**src/verilog/pscs_defs.vh**
```
// Purpose: constants for the power-on strap capture block
// Assumes: included by bare name from every design file of the block
// Notes: register offsets are indices; byte address is four times each
`ifndef PSCS_DEFS_VH
`define PSCS_DEFS_VH

// register indices and their Avalon byte addresses
`define PSCS_IDX_PCI_DIVISOR 8'h4c
`define PSCS_IDX_HOST_PLL 8'h5f
`define PSCS_IDX_CTRL 8'h60
`define PSCS_IDX_STATUS 8'h61
`define PSCS_ADDR_PCI_DIVISOR {`PSCS_IDX_PCI_DIVISOR, 2'b00}
`define PSCS_ADDR_HOST_PLL {`PSCS_IDX_HOST_PLL, 2'b00}
`define PSCS_ADDR_CTRL {`PSCS_IDX_CTRL, 2'b00}
`define PSCS_ADDR_STATUS {`PSCS_IDX_STATUS, 2'b00}
`define PSCS_ADDR_W 10

// strap lines taken into the block: memory data lines 26 down to 16
`define PSCS_LINE_LSB 16
`define PSCS_LINE_MSB 26
`define PSCS_LINE_W 11
// pci divisor register holds lines 20..16 in bits 4..0
`define PSCS_DIV_W 5
`define PSCS_DIV_SEL_BIT 1
// host pll register holds lines 26..21 in bits 5..0
`define PSCS_PLL_W 6
`define PSCS_PLL_LSB 3
`define PSCS_PLL_MSB 5
`define PSCS_PLL_CODE_W 3

// control register fields and reset value
`define PSCS_CTRL_PCI_EN_BIT 0
`define PSCS_CTRL_RESET 32'h00000001
// status register fields
`define PSCS_STAT_VALID_BIT 0
`define PSCS_STAT_DIV3_BIT 1
`define PSCS_STAT_PLL_LSB 4
`define PSCS_STAT_PLL_MSB 6

// edges after reset release before strap levels are trusted
`define PSCS_SETTLE_CYCLES 2'h3
// divider terminal counts for divide by two and divide by three
`define PSCS_DIV2_LAST 2'h1
`define PSCS_DIV3_LAST 2'h2

`endif

```
**src/verilog/pscs_strap_sync.v**
```verilog
// Purpose: three-stage synchroniser for the strap pins
// Assumes: pins are quasi-static board straps with pull resistors
// Notes: a level counts once stages two and three agree
`include "pscs_defs.vh"

module pscs_strap_sync (
  input wire sys_clk_in,
  input wire nrst_in,
  input wire [`PSCS_LINE_W-1:0] pins_in,
  output reg [`PSCS_LINE_W-1:0] level_out,
  output wire agree_out
);

  reg [`PSCS_LINE_W-1:0] stage1;
  reg [`PSCS_LINE_W-1:0] stage2;
  wire [`PSCS_LINE_W-1:0] bit_agree;

  // stage1 feeds stage2 only, so metastability never reaches a gate
  always @(posedge sys_clk_in or negedge nrst_in) begin
    if (!nrst_in) begin
      stage1 <= {`PSCS_LINE_W{1'b0}};
      stage2 <= {`PSCS_LINE_W{1'b0}};
      level_out <= {`PSCS_LINE_W{1'b0}};
    end else begin
      stage1 <= pins_in;
      stage2 <= stage1;
      level_out <= stage2;
    end
  end

  genvar i;
  generate
    for (i = 0; i < `PSCS_LINE_W; i = i + 1) begin : g_agree
      assign bit_agree[i] = ~(stage2[i] ^ level_out[i]);
    end
  endgenerate

  assign agree_out = &bit_agree;

endmodule

```
**src/verilog/pscs_clk_div.v**
```verilog
// Purpose: derives the pci clock output from the system clock
// Assumes: select is stable whenever enable is high
// Notes: divide by two gives 50% duty, divide by three gives 1/3 high
`include "pscs_defs.vh"

module pscs_clk_div (
  input wire sys_clk_in,
  input wire nrst_in,
  input wire enable_in,
  input wire div3_in,
  output reg clk_out
);

  reg [1:0] count;
  reg [1:0] next_count;
  wire [1:0] last;

  assign last = div3_in ? `PSCS_DIV3_LAST : `PSCS_DIV2_LAST;

  always @* begin
    if (!enable_in || count == last) begin
      next_count = 2'h0;
    end else begin
      next_count = count + 2'h1;
    end
  end

  // output is high only in the count-zero phase, low while disabled
  always @(posedge sys_clk_in or negedge nrst_in) begin
    if (!nrst_in) begin
      count <= 2'h0;
      clk_out <= 1'b0;
    end else begin
      count <= next_count;
      clk_out <= enable_in && (next_count == 2'h0);
    end
  end

endmodule

```
**src/verilog/pscs_top.v**
```verilog
// Purpose: captures board strap levels and exposes them to software
// Assumes: Avalon-MM slave with waitrequest, byte addresses, 32-bit data
// Notes: straps are taken once after reset and frozen until next reset
//
// The Avalon-MM register port was left to the implementer.
`include "pscs_defs.vh"

// Notes on behaviour
// - pci divisor reg bits 4..0 show lines 20..16
// - bit 1 picks pci clock divide two or three
// - pci divisor reg defaults to captured strap levels
// - pll reg bits 5..0 show lines 26..21
// - pll bits 5..3 drive host synthesizer code
// - pll reg defaults to captured strap levels
// - strap positions 27 to 43 are ignored
module pscs_top (
  input wire sys_clk_in,
  input wire nrst_in,
  input wire [`PSCS_LINE_MSB:`PSCS_LINE_LSB] memory_data_lines_in,
  input wire [`PSCS_ADDR_W-1:0] avs_address_in,
  input wire avs_read_in,
  input wire avs_write_in,
  input wire [31:0] avs_writedata_in,
  input wire [3:0] avs_byteenable_in,
  output reg [31:0] avs_readdata_out,
  output reg avs_waitrequest_out,
  output wire pci_clk_out,
  output reg [`PSCS_PLL_CODE_W-1:0] host_pll_code_out,
  output reg strap_valid_out
);

  // capture sequence states
  localparam [1:0] ST_SETTLE = 2'h0;
  localparam [1:0] ST_AGREE = 2'h1;
  localparam [1:0] ST_HELD = 2'h2;

  // one-hot register selects
  localparam [3:0] SEL_NONE = 4'h0;
  localparam [3:0] SEL_DIV = 4'h1;
  localparam [3:0] SEL_PLL = 4'h2;
  localparam [3:0] SEL_CTRL = 4'h4;
  localparam [3:0] SEL_STAT = 4'h8;

  wire [`PSCS_LINE_W-1:0] strap_level;
  wire strap_agree;

  reg [1:0] state;
  reg [1:0] next_state;
  reg [1:0] settle_count;
  reg [1:0] next_settle_count;
  reg capture_now;

  reg [`PSCS_DIV_W-1:0] pci_divisor;
  reg [`PSCS_PLL_W-1:0] host_pll;
  reg [31:0] ctrl;

  reg [3:0] rd_sel;
  reg [3:0] wr_sel;
  reg [31:0] next_readdata;
  reg next_waitrequest;
  wire bus_req;
  wire wr_commit;
  wire pci_enable;

  function [3:0] decode_sel;
    input [`PSCS_ADDR_W-1:0] addr;
    begin
      case (addr)
        `PSCS_ADDR_PCI_DIVISOR: decode_sel = SEL_DIV;
        `PSCS_ADDR_HOST_PLL: decode_sel = SEL_PLL;
        `PSCS_ADDR_CTRL: decode_sel = SEL_CTRL;
        `PSCS_ADDR_STATUS: decode_sel = SEL_STAT;
        default: decode_sel = SEL_NONE;
      endcase
    end
  endfunction

  // only lines 26..16 enter the block; 27..43 carry no function
  pscs_strap_sync i_pscs_strap_sync (
    .sys_clk_in(sys_clk_in),
    .nrst_in(nrst_in),
    .pins_in(memory_data_lines_in),
    .level_out(strap_level),
    .agree_out(strap_agree)
  );

  // capture sequence: wait for the synchroniser to fill, then take
  // the first stable sample; a pin that never settles stalls the bus
  always @* begin
    next_state = state;
    next_settle_count = settle_count;
    capture_now = 1'b0;
    case (state)
      ST_SETTLE: begin
        next_settle_count = settle_count + 2'h1;
        if (next_settle_count == `PSCS_SETTLE_CYCLES) begin
          next_state = ST_AGREE;
        end
      end
      ST_AGREE: begin
        if (strap_agree) begin
          capture_now = 1'b1;
          next_state = ST_HELD;
        end
      end
      ST_HELD: begin
        next_state = ST_HELD;
      end
      default: begin
        next_state = ST_SETTLE;
        next_settle_count = 2'h0;
      end
    endcase
  end

  always @(posedge sys_clk_in or negedge nrst_in) begin
    if (!nrst_in) begin
      state <= ST_SETTLE;
      settle_count <= 2'h0;
    end else begin
      state <= next_state;
      settle_count <= next_settle_count;
    end
  end

  // strap registers load once; later pin activity is ignored
  always @(posedge sys_clk_in or negedge nrst_in) begin
    if (!nrst_in) begin
      pci_divisor <= {`PSCS_DIV_W{1'b0}};
      host_pll <= {`PSCS_PLL_W{1'b0}};
      host_pll_code_out <= {`PSCS_PLL_CODE_W{1'b0}};
      strap_valid_out <= 1'b0;
    end else if (capture_now) begin
      pci_divisor <= strap_level[`PSCS_DIV_W-1:0];
      host_pll <= strap_level[`PSCS_LINE_W-1:`PSCS_DIV_W];
      host_pll_code_out <=
        strap_level[`PSCS_LINE_W-1:`PSCS_LINE_W-`PSCS_PLL_CODE_W];
      strap_valid_out <= 1'b1;
    end
  end

  // the pci clock stays low until straps are known, so the divisor
  // never switches mid-cycle
  assign pci_enable = strap_valid_out && ctrl[`PSCS_CTRL_PCI_EN_BIT];

  pscs_clk_div i_pscs_clk_div (
    .sys_clk_in(sys_clk_in),
    .nrst_in(nrst_in),
    .enable_in(pci_enable),
    .div3_in(pci_divisor[`PSCS_DIV_SEL_BIT]),
    .clk_out(pci_clk_out)
  );

  // bus slave: requests wait until capture is done, then one cycle of
  // waitrequest low completes each access
  assign bus_req = avs_read_in || avs_write_in;
  assign wr_commit = avs_write_in && !avs_waitrequest_out;

  always @* begin
    rd_sel = decode_sel(avs_address_in);
    wr_sel = decode_sel(avs_address_in);
    next_waitrequest = 1'b1;
    if (bus_req && avs_waitrequest_out && state == ST_HELD) begin
      next_waitrequest = 1'b0;
    end
    next_readdata = 32'h00000000;
    case (rd_sel)
      SEL_DIV: begin
        next_readdata[`PSCS_DIV_W-1:0] = pci_divisor;
      end
      SEL_PLL: begin
        next_readdata[`PSCS_PLL_W-1:0] = host_pll;
      end
      SEL_CTRL: begin
        next_readdata = ctrl;
      end
      SEL_STAT: begin
        next_readdata[`PSCS_STAT_VALID_BIT] = strap_valid_out;
        next_readdata[`PSCS_STAT_DIV3_BIT] =
          pci_divisor[`PSCS_DIV_SEL_BIT];
        next_readdata[`PSCS_STAT_PLL_MSB:`PSCS_STAT_PLL_LSB] =
          host_pll_code_out;
      end
      default: begin
        next_readdata = 32'h00000000;
      end
    endcase
    // read data only stand in the cycle that waitrequest is low
    if (!avs_read_in || next_waitrequest) begin
      next_readdata = 32'h00000000;
    end
  end

  always @(posedge sys_clk_in or negedge nrst_in) begin
    if (!nrst_in) begin
      avs_waitrequest_out <= 1'b1;
      avs_readdata_out <= 32'h00000000;
    end else begin
      avs_waitrequest_out <= next_waitrequest;
      avs_readdata_out <= next_readdata;
    end
  end

  // strap registers are read-only; only bit 0 of the control register is writable
  always @(posedge sys_clk_in or negedge nrst_in) begin
    if (!nrst_in) begin
      ctrl <= `PSCS_CTRL_RESET;
    end else if (wr_commit && wr_sel == SEL_CTRL &&
                 avs_byteenable_in[0]) begin
      ctrl <= {31'h00000000, avs_writedata_in[`PSCS_CTRL_PCI_EN_BIT]};
    end
  end

endmodule

```
**config.mk**
```make
export PLATFORM = sky130hd
export DESIGN_NAME = pscs_top
export DESIGN_NICKNAME = d
export VERILOG_FILES = /design/src/verilog/pscs_strap_sync.v /design/src/verilog/pscs_clk_div.v /design/src/verilog/pscs_top.v
export VERILOG_INCLUDE_DIRS = /design/src /design/src/verilog
export SDC_FILE = /design/constraint.sdc
export NUM_CORES = 1
export LEC_CHECK = 0
export CELL_PAD_IN_SITES_DETAIL_PLACEMENT = 1
export CELL_PAD_IN_SITES_GLOBAL_PLACEMENT = 2
export CORE_AREA = 8 8 95 97
export CTS_BUF_LIST = sky130_fd_sc_hd__clkbuf_8 sky130_fd_sc_hd__clkbuf_16
export DETAILED_ROUTE_END_ITERATION = 10
export DIE_AREA = 0 0 103 105
export DONT_BUFFER_PORTS = 1
export PLACE_DENSITY_LB_ADDON = 0.1
export SETUP_SLACK_MARGIN = 0.2
export SYNTH_ARGS = -nofsm -noshare
export SYNTH_HDL_FRONTEND = slang
export SYNTH_SLANG_ARGS = --single-unit
```
**constraint.sdc**
```tcl
create_clock -name sys_clk_in -period 1.7 [get_ports sys_clk_in]
set_clock_uncertainty 0.1 [all_clocks]
set_input_delay 0.255 -clock sys_clk_in [delete_from_list [all_inputs] [get_ports sys_clk_in]]
set_output_delay 0.255 -clock sys_clk_in [all_outputs]
set_load 0.02 [all_outputs]
```
==> Word-level counts from Yosys, hierarchy flattened <==
Index checks and enable logic that the tools add are counted.
{ "word_totals": {"latch_bits": 0, "mem_count": 0, "output_inout_bits": 38, "wordCells": 86, "ramBits": 0, "rom_bits": 0, "register_bits": 89, "input_bits": 61} }
{ "op_classes": {"n_div": 0, "bitwise": 22, "n_mux": 16, "mul": 0, "reduce_logical": 18, "eq_ne": 14, "n_addsub": 2, "shifts": 0, "magnitude_cmp": 0} }
{ "op_table": {"columns": ["op", "count"], "rows": [
  ["equality test 10 x 9 -> 1 bit, second input constant", 4],
  ["one-hot mux 4 bit (4 select lines)", 1],
  ["NOT 1 bit", 11],
  ["AND reduction 11 bit", 1],
  ["bitwise XOR 1 bit", 11],
  ["2-to-1 mux 2 bit", 4],
  ["one-hot mux 2 bit (2 select lines)", 2],
  ["one-hot mux 2 bit (4 select lines)", 1],
  ["logical AND 1 bit", 7],
  ["2-to-1 mux 7 bit", 1],
  ["one-hot mux 2 bit (3 select lines)", 1],
  ["adder 2 x 1 -> 2 bit, second input constant", 2],
  ["equality test 2 bit, second input constant", 2],
  ["equality test 4 x 1 -> 1 bit, second input constant", 1],
  ["equality test 4 x 2 -> 1 bit, second input constant", 1],
  ["equality test 4 x 3 -> 1 bit, second input constant", 1],
  ["equality test 4 bit, second input constant", 1],
  ["logical NOT 2 bit", 2],
  ["2-to-1 mux 1 bit", 4],
  ["logical NOT 1 bit", 3],
  ["logical OR 1 bit", 3],
  ["one-hot mux 1 bit (3 select lines)", 1],
  ["equality test 2 x 1 -> 1 bit, second input constant", 1],
  ["equality test 2 bit", 1],
  ["5 further kinds", 5]
]} }

==> Longest topological paths before layout <==
{ "logic_depth": {"word_depth": 6, "depth_mapped": 6, "ltp_nobuf": 6} }

==> By module <==
From an unflattened synthesis, not the netlist that was laid out.
{ "unflattened": {"hier_cells": 192, "hier_area_um2": 2523.7} }
{ "by_module_without_submodules": {"columns": ["module", "cells_each", "instances", "seq_area_each_um2", "area_each_um2"], "rows": [
  ["pscs_top", 134, 1, 628.1, 1451.4],
  ["pscs_strap_sync", 48, 1, 825.8, 949.7],
  ["pscs_clk_div", 10, 1, 75.1, 122.6]
]} }

==> Worst setup path after synthesis <==
OpenSTA, ideal clock, no wires.
{ "synth_timing": {"kind": "reg-to-reg", "from": "register i_pscs_strap_sync.level_out[3]", "to": "register host_pll[0]", "arrival_time_ns": 1.532, "period_less_slack_ns": 1.757, "path_slack_ns": -0.057, "n_path_buf": 1, "setup_ns": 0.125, "t_required_ns": 1.475, "stages_incl_launch_ff": 6, "path_cell_list": "dfrtp_1 xor2_1 nor4_4 nand4_2 buf_6 mux2_4"} }
{ "synth_via": {"elab_chain_len": 5} }
{ "synth_rtl": {"columns": ["element", "line", "source"], "rows": [
  ["from (decl)", "pscs_strap_sync.v:10", "output reg [`PSCS_LINE_W-1:0] level_out,"],
  ["from (signal assigned)", "pscs_strap_sync.v:23", "level_out <= {`PSCS_LINE_W{1'b0}};"],
  ["from (signal assigned)", "pscs_strap_sync.v:27", "level_out <= stage2;"],
  ["bitwise XOR 1 bit", "pscs_strap_sync.v:34", "assign bit_agree[i] = ~(stage2[i] ^ level_out[i]);"],
  ["NOT 1 bit", "pscs_strap_sync.v:34", null],
  ["AND reduction 11 bit", "pscs_strap_sync.v:38", "assign agree_out = &bit_agree;"],
  ["2-to-1 mux 1 bit", "pscs_top.v:101", "if (strap_agree) begin"],
  ["2-to-1 mux 1 bit", "pscs_top.v:93", "case (state)"],
  ["to (signal assigned)", "pscs_top.v:130", "host_pll <= {`PSCS_PLL_W{1'b0}};"],
  ["to (signal assigned)", "pscs_top.v:135", "host_pll <= strap_level[`PSCS_LINE_W-1:`PSCS_DIV_W];"],
  ["to (decl)", "pscs_top.v:54", "reg [`PSCS_PLL_W-1:0] host_pll;"]
]} }
No other way between the ends.
A chain may end at the register's enable or synchronous reset.

==> Worst setup path after layout <==
{ "layout_timing": {"from": "register i_pscs_strap_sync.level_out[4]", "to": "register pci_divisor[4]"} }
{ "layout_via": {"elab_chain_len": 5} }
{ "layout_rtl": {"columns": ["element", "line", "source"], "rows": [
  ["bitwise XOR 1 bit", "pscs_strap_sync.v:34", null],
  ["NOT 1 bit", "pscs_strap_sync.v:34", null],
  ["AND reduction 11 bit", "pscs_strap_sync.v:38", null],
  ["2-to-1 mux 1 bit", "pscs_top.v:101", null],
  ["2-to-1 mux 1 bit", "pscs_top.v:93", null],
  ["to (signal assigned)", "pscs_top.v:129", "pci_divisor <= {`PSCS_DIV_W{1'b0}};"],
  ["to (signal assigned)", "pscs_top.v:134", "pci_divisor <= strap_level[`PSCS_DIV_W-1:0];"],
  ["to (decl)", "pscs_top.v:53", "reg [`PSCS_DIV_W-1:0] pci_divisor;"]
]} }
Several ways; a longest one is shown, not always the timed one.

==> impl.org <==
** CTS
- The later pin in the worst-skew pair is clocked with a latency of 0.33 ns.
- The cell sitting at the root of the clock tree is a clkbuf_8.
- CTS tree :: done
- In this run, CTS created clock tree buffers numbering 9.
- Clock-pin transition on the worst setup and hold timing paths :: 0.07 ns
- The H-tree was split into 3 levels.
- CTS sink count :: 61
- CTS Hold Bufs :: 14
- Maximum clock path buffer count :: 2

** GRT
- Across every metal layer, demand over resource in global routing totals 0.1022.
- The first global-routing pass estimated 8.424 mm of wire.
- Initial antenna violation count :: 0
- Summed over all layers, the global routing overflow is 0.
- Number of global-route vias before repair :: 1666
- Entering global routing, the biggest net connects 62 pins.

** Critical path
- STA classifies the critical path endpoint as a flip-flop.
- Data arrival time of the worst path :: 1.92 ns
- The worst register-to-register path has a depth of 5.
- Max FO, Critical Path :: 12
- In this run the number of cells on the critical path is 5.
- Critical path startpoint category :: flip-flop
- Among cell families on the critical path, the largest total delay comes from simple AND/OR/NAND/NOR gates.
- Cell with the largest stage delay on the worst path :: dfrtp_1
- Worst-path cell chain :: xor2_1 -> nor4_4 -> nand4_2 -> buf_12 -> mux2_1
- Required @ worst endpoint :: 1.81 ns
- Largest stage delay, worst path :: 0.39 ns
- Counting both buffers and inverters, the worst setup path holds a total of 1.
- Startpoint-to-endpoint class of the critical path :: flip-flop to flip-flop

** Yosys
- Of the total synthesized cell area, the portion taken by AND, OR, NAND and NOR gates is 0.1298.
- In this run the cell area of the synthesized design comes to 0.002584 sq mm.
- Area share of xor/xnor cells in the synthesized design :: 0.03729
- Post-synthesis mux area share :: 0.07361
- Sequential share of the synthesized area :: 0.5918
- Averaged over all synthesized cells, the footprint is 13.25 sq um.
- For this run, the number of Yosys warnings is 0.
- The netlist uses 46 different library cells.
- Synth async-reset ratio :: 1.000
- Number of storage elements in the synthesis netlist :: 61
- Of the total synthesized cell area, the portion taken by full adders, half adders and majority gates is 0.01937.
- Cells after Synth :: 195
- The area fraction in compound gates after synthesis is 0.05521.
- In this run, synthesis inferred 0 flip-flops with an integrated enable.
- By area, the combinational part of the netlist is dominated by simple AND/OR/NAND/NOR gates.
- Among all flip-flop cells after synthesis, the most frequent one is dfrtp_1.

** Timing
- Subtracting the final worst setup slack from the clock period gives 1.803 ns.
- Unrepaired setup endpoints after global routing :: true
- For this run, the top clock speed supported by timing is 554.8 MHz.
- The total count of max-transition violations in the final report was 0.
- The hold violation count in the final report was 61.
- Setup-violating endpoint count in the final report :: 12
- Dividing the final minimum period by the clock period gives 1.060.
- Setup slack on the critical path of the routed design comes to -0.1026 ns.
- Final hold analysis gives a worst-case slack of -0.4837 ns.

** Place
- Timing analysis after detailed placement gives a worst setup slack of -0.1481 ns.
- Detailed placement HPWL :: 3.886 mm
- Buffers on Ports :: 0
- Routability cong. :: 0.7740

** Route
- Drc violations :: 0
- Wires add up to 5.238 mm.
- For this block, the via count after detailed routing is 1536.
- DRT Pass-1 Iters :: 4
- Wirelength per Cell :: 15.27 um
- Average via count per standard cell :: 4.478
- The detailed router finished its first iteration with 34 violations.
- The count of nets left with antenna violations once routing finished came out at 0.

** Floorplan
- In this run the horizontal extent of the chip is 103 um.
- Die boundary height :: 105 um
- Floorplan die area :: 0.01082 sq mm
- Starting density of the core :: 0.3433
- FP Rows :: 32
- Top-level port count :: 99
- The floorplan step defined a core boundary enclosing 0.007527 sq mm.

** Finish
- Compared with the post-synthesis result, the final layout area differs by 20.29%.
- Fill cells in the final layout number 843.
- Nets :: 301
- The repair_antennas step left the layout with diodes totalling 0.
- Of the cells placed in the final design, the portion with a size suffix greater than 1 is 0.2531.

** Power and ir drop
- Overall power consumption :: 0.003484 W
- Static leakage :: 1.452 nW
- Max VDD drop :: 0.4147 mV
- Ratio of total power to cell area :: 1121 mW/mm^2

** Outcome
- The checks that failed: hold timing, setup timing.
- The run finished, with violations left.

** Job
- Max-cap violations in this run came to 0.

** Min path
- Type of the tightest min-delay check :: input pin to asynchronous set/reset pin
## power by group
part	total [W]	switching [W]	internal, W
sequential	0.00164	0.0000820	0.00156
combinational	0.000617	0.000323	0.000294
clock	0.00123	0.000560	0.000668
total	0.00348	0.000965	0.00252
## layout make-up
cell class                 instances  area (sq um)  share of cell area
timing repair buffer              35         310.3             0.09984
clock inverter                     7         67.56             0.02174
inverter                           4         15.01            0.004831
sequential                        61          1529              0.4919
multi-input combinational        125         934.6              0.3007
tap                              102         127.6             0.04106
clock buffer                       9         123.9             0.03986
## cells in the final DEF (no fill, tap or decap), types with 2 or more instances in the layout
cell,instances
dfrtp_1,59
conb_1,25
buf_4,20
dlygate4sd3_1,14
nand2_1,11
nor2_1,11
xor2_1,11
mux2_4,9
clkbuf_8,9
nand3_1,4
inv_1,3
a22oi_1,3
o21ai_0,3
nand2b_1,3
mux2_1,3
ha_1,3
and3_1,2
nor4b_2,2
and4_1,2
nor3_1,2
inv_2,2
nor4_4,2
dfstp_2,2
clkinv_2,2
clkinvlp_4,2
## cells in the mapped netlist, types with 2 or more instances
cell type	number	area share
and4_1	2	0.0068
nor4_4	2	0.016
nand2_1	11	0.016
nor3_1	2	0.0039
nand3_1	5	0.0097
a22oi_1	3	0.0087
nor2_1	11	0.016
o21ai_0	3	0.0058
nor4b_2	2	0.012
dfstp_2	2	0.020
and3_1	2	0.0048
a221oi_1	2	0.0068
buf_4	28	0.081
nor2b_1	2	0.0048
ha_1	4	0.019
nand2b_1	3	0.0073
xor2_1	11	0.037
mux2_1	3	0.013
dfrtp_1	59	0.57
inv_1	4	0.0058
mux2_4	9	0.052
## what timing repair did
item	in CTS	in global routing
gates resized for setup	0	2
buffers inserted	2	2
pin swaps	3	1
setup endpoints to repair	14	16
hold endpoints to repair	74	61
## cells by family after synthesis
family	after synthesis
flops	61
simple gates	52
buf+inv	33
compound gates	19
mux	14
xor+xnor	11
fa+ha+maj	4
other cells	1
## final timing paths
kind / from / to / slack [ns]
max in group asynchronous: nrst_in / avs_waitrequest_out / 1.79
worst min register to register: i_pscs_strap_sync.stage1[3] / i_pscs_strap_sync.stage2[3] / 0.25
min in group sys_clk_in: avs_address_in[7] / avs_readdata_out[1] / 0.03
worst min-delay path: nrst_in / i_pscs_strap_sync.stage1[7] / -0.48
worst max register to register: i_pscs_strap_sync.level_out[4] / pci_divisor[4] / -0.10
worst max-delay path: i_pscs_strap_sync.level_out[4] / pci_divisor[4] / -0.10
## routing by layer
| metal | share of wire | routed length, um | vias to the layer above | global-route usage |
|---|---|---|---|---|
| li1 | - | - | 709 | - |
| met1 | 0.41 | 2172 | 764 | 0.1165 |
| met2 | 0.47 | 2463 | 55 | 0.1601 |
| met3 | 0.095 | 499 | 8 | 0.04711 |
| met4 | 0.020 | 103 | 0 | 0.04343 |
| met5 | 0 | 0 | - | 0 |
## metrics by stage
stage | cell area (sq um) | instances | setup TNS (ns) | util
3_3_place_gp | 2735 | 309 | -1.447 | 0.3634
2_1_floorplan | 2689 | 219 | -0.4671 | -
3_5_place_dp | 2735 | 309 | -1.549 | 0.3634
5_1_grt | 3108 | 343 | -2.291 | 0.4129
6_report | 3108 | 343 | -1.059 | 0.4129
4_1_cts | 3082 | 341 | -1.470 | 0.4094
## flip-flops by register name, indices dropped and copies added, names as in the netlist, 2 cells and up
register	flops
avs_readdata_out	7
settle_count	2
i_pscs_strap_sync.stage1	11
i_pscs_strap_sync.stage2	11
state	2
i_pscs_clk_div.count	2
pci_divisor	5
host_pll	3
i_pscs_strap_sync.level_out	11
host_pll_code_out	3
(Power assumes the default switching activity.)
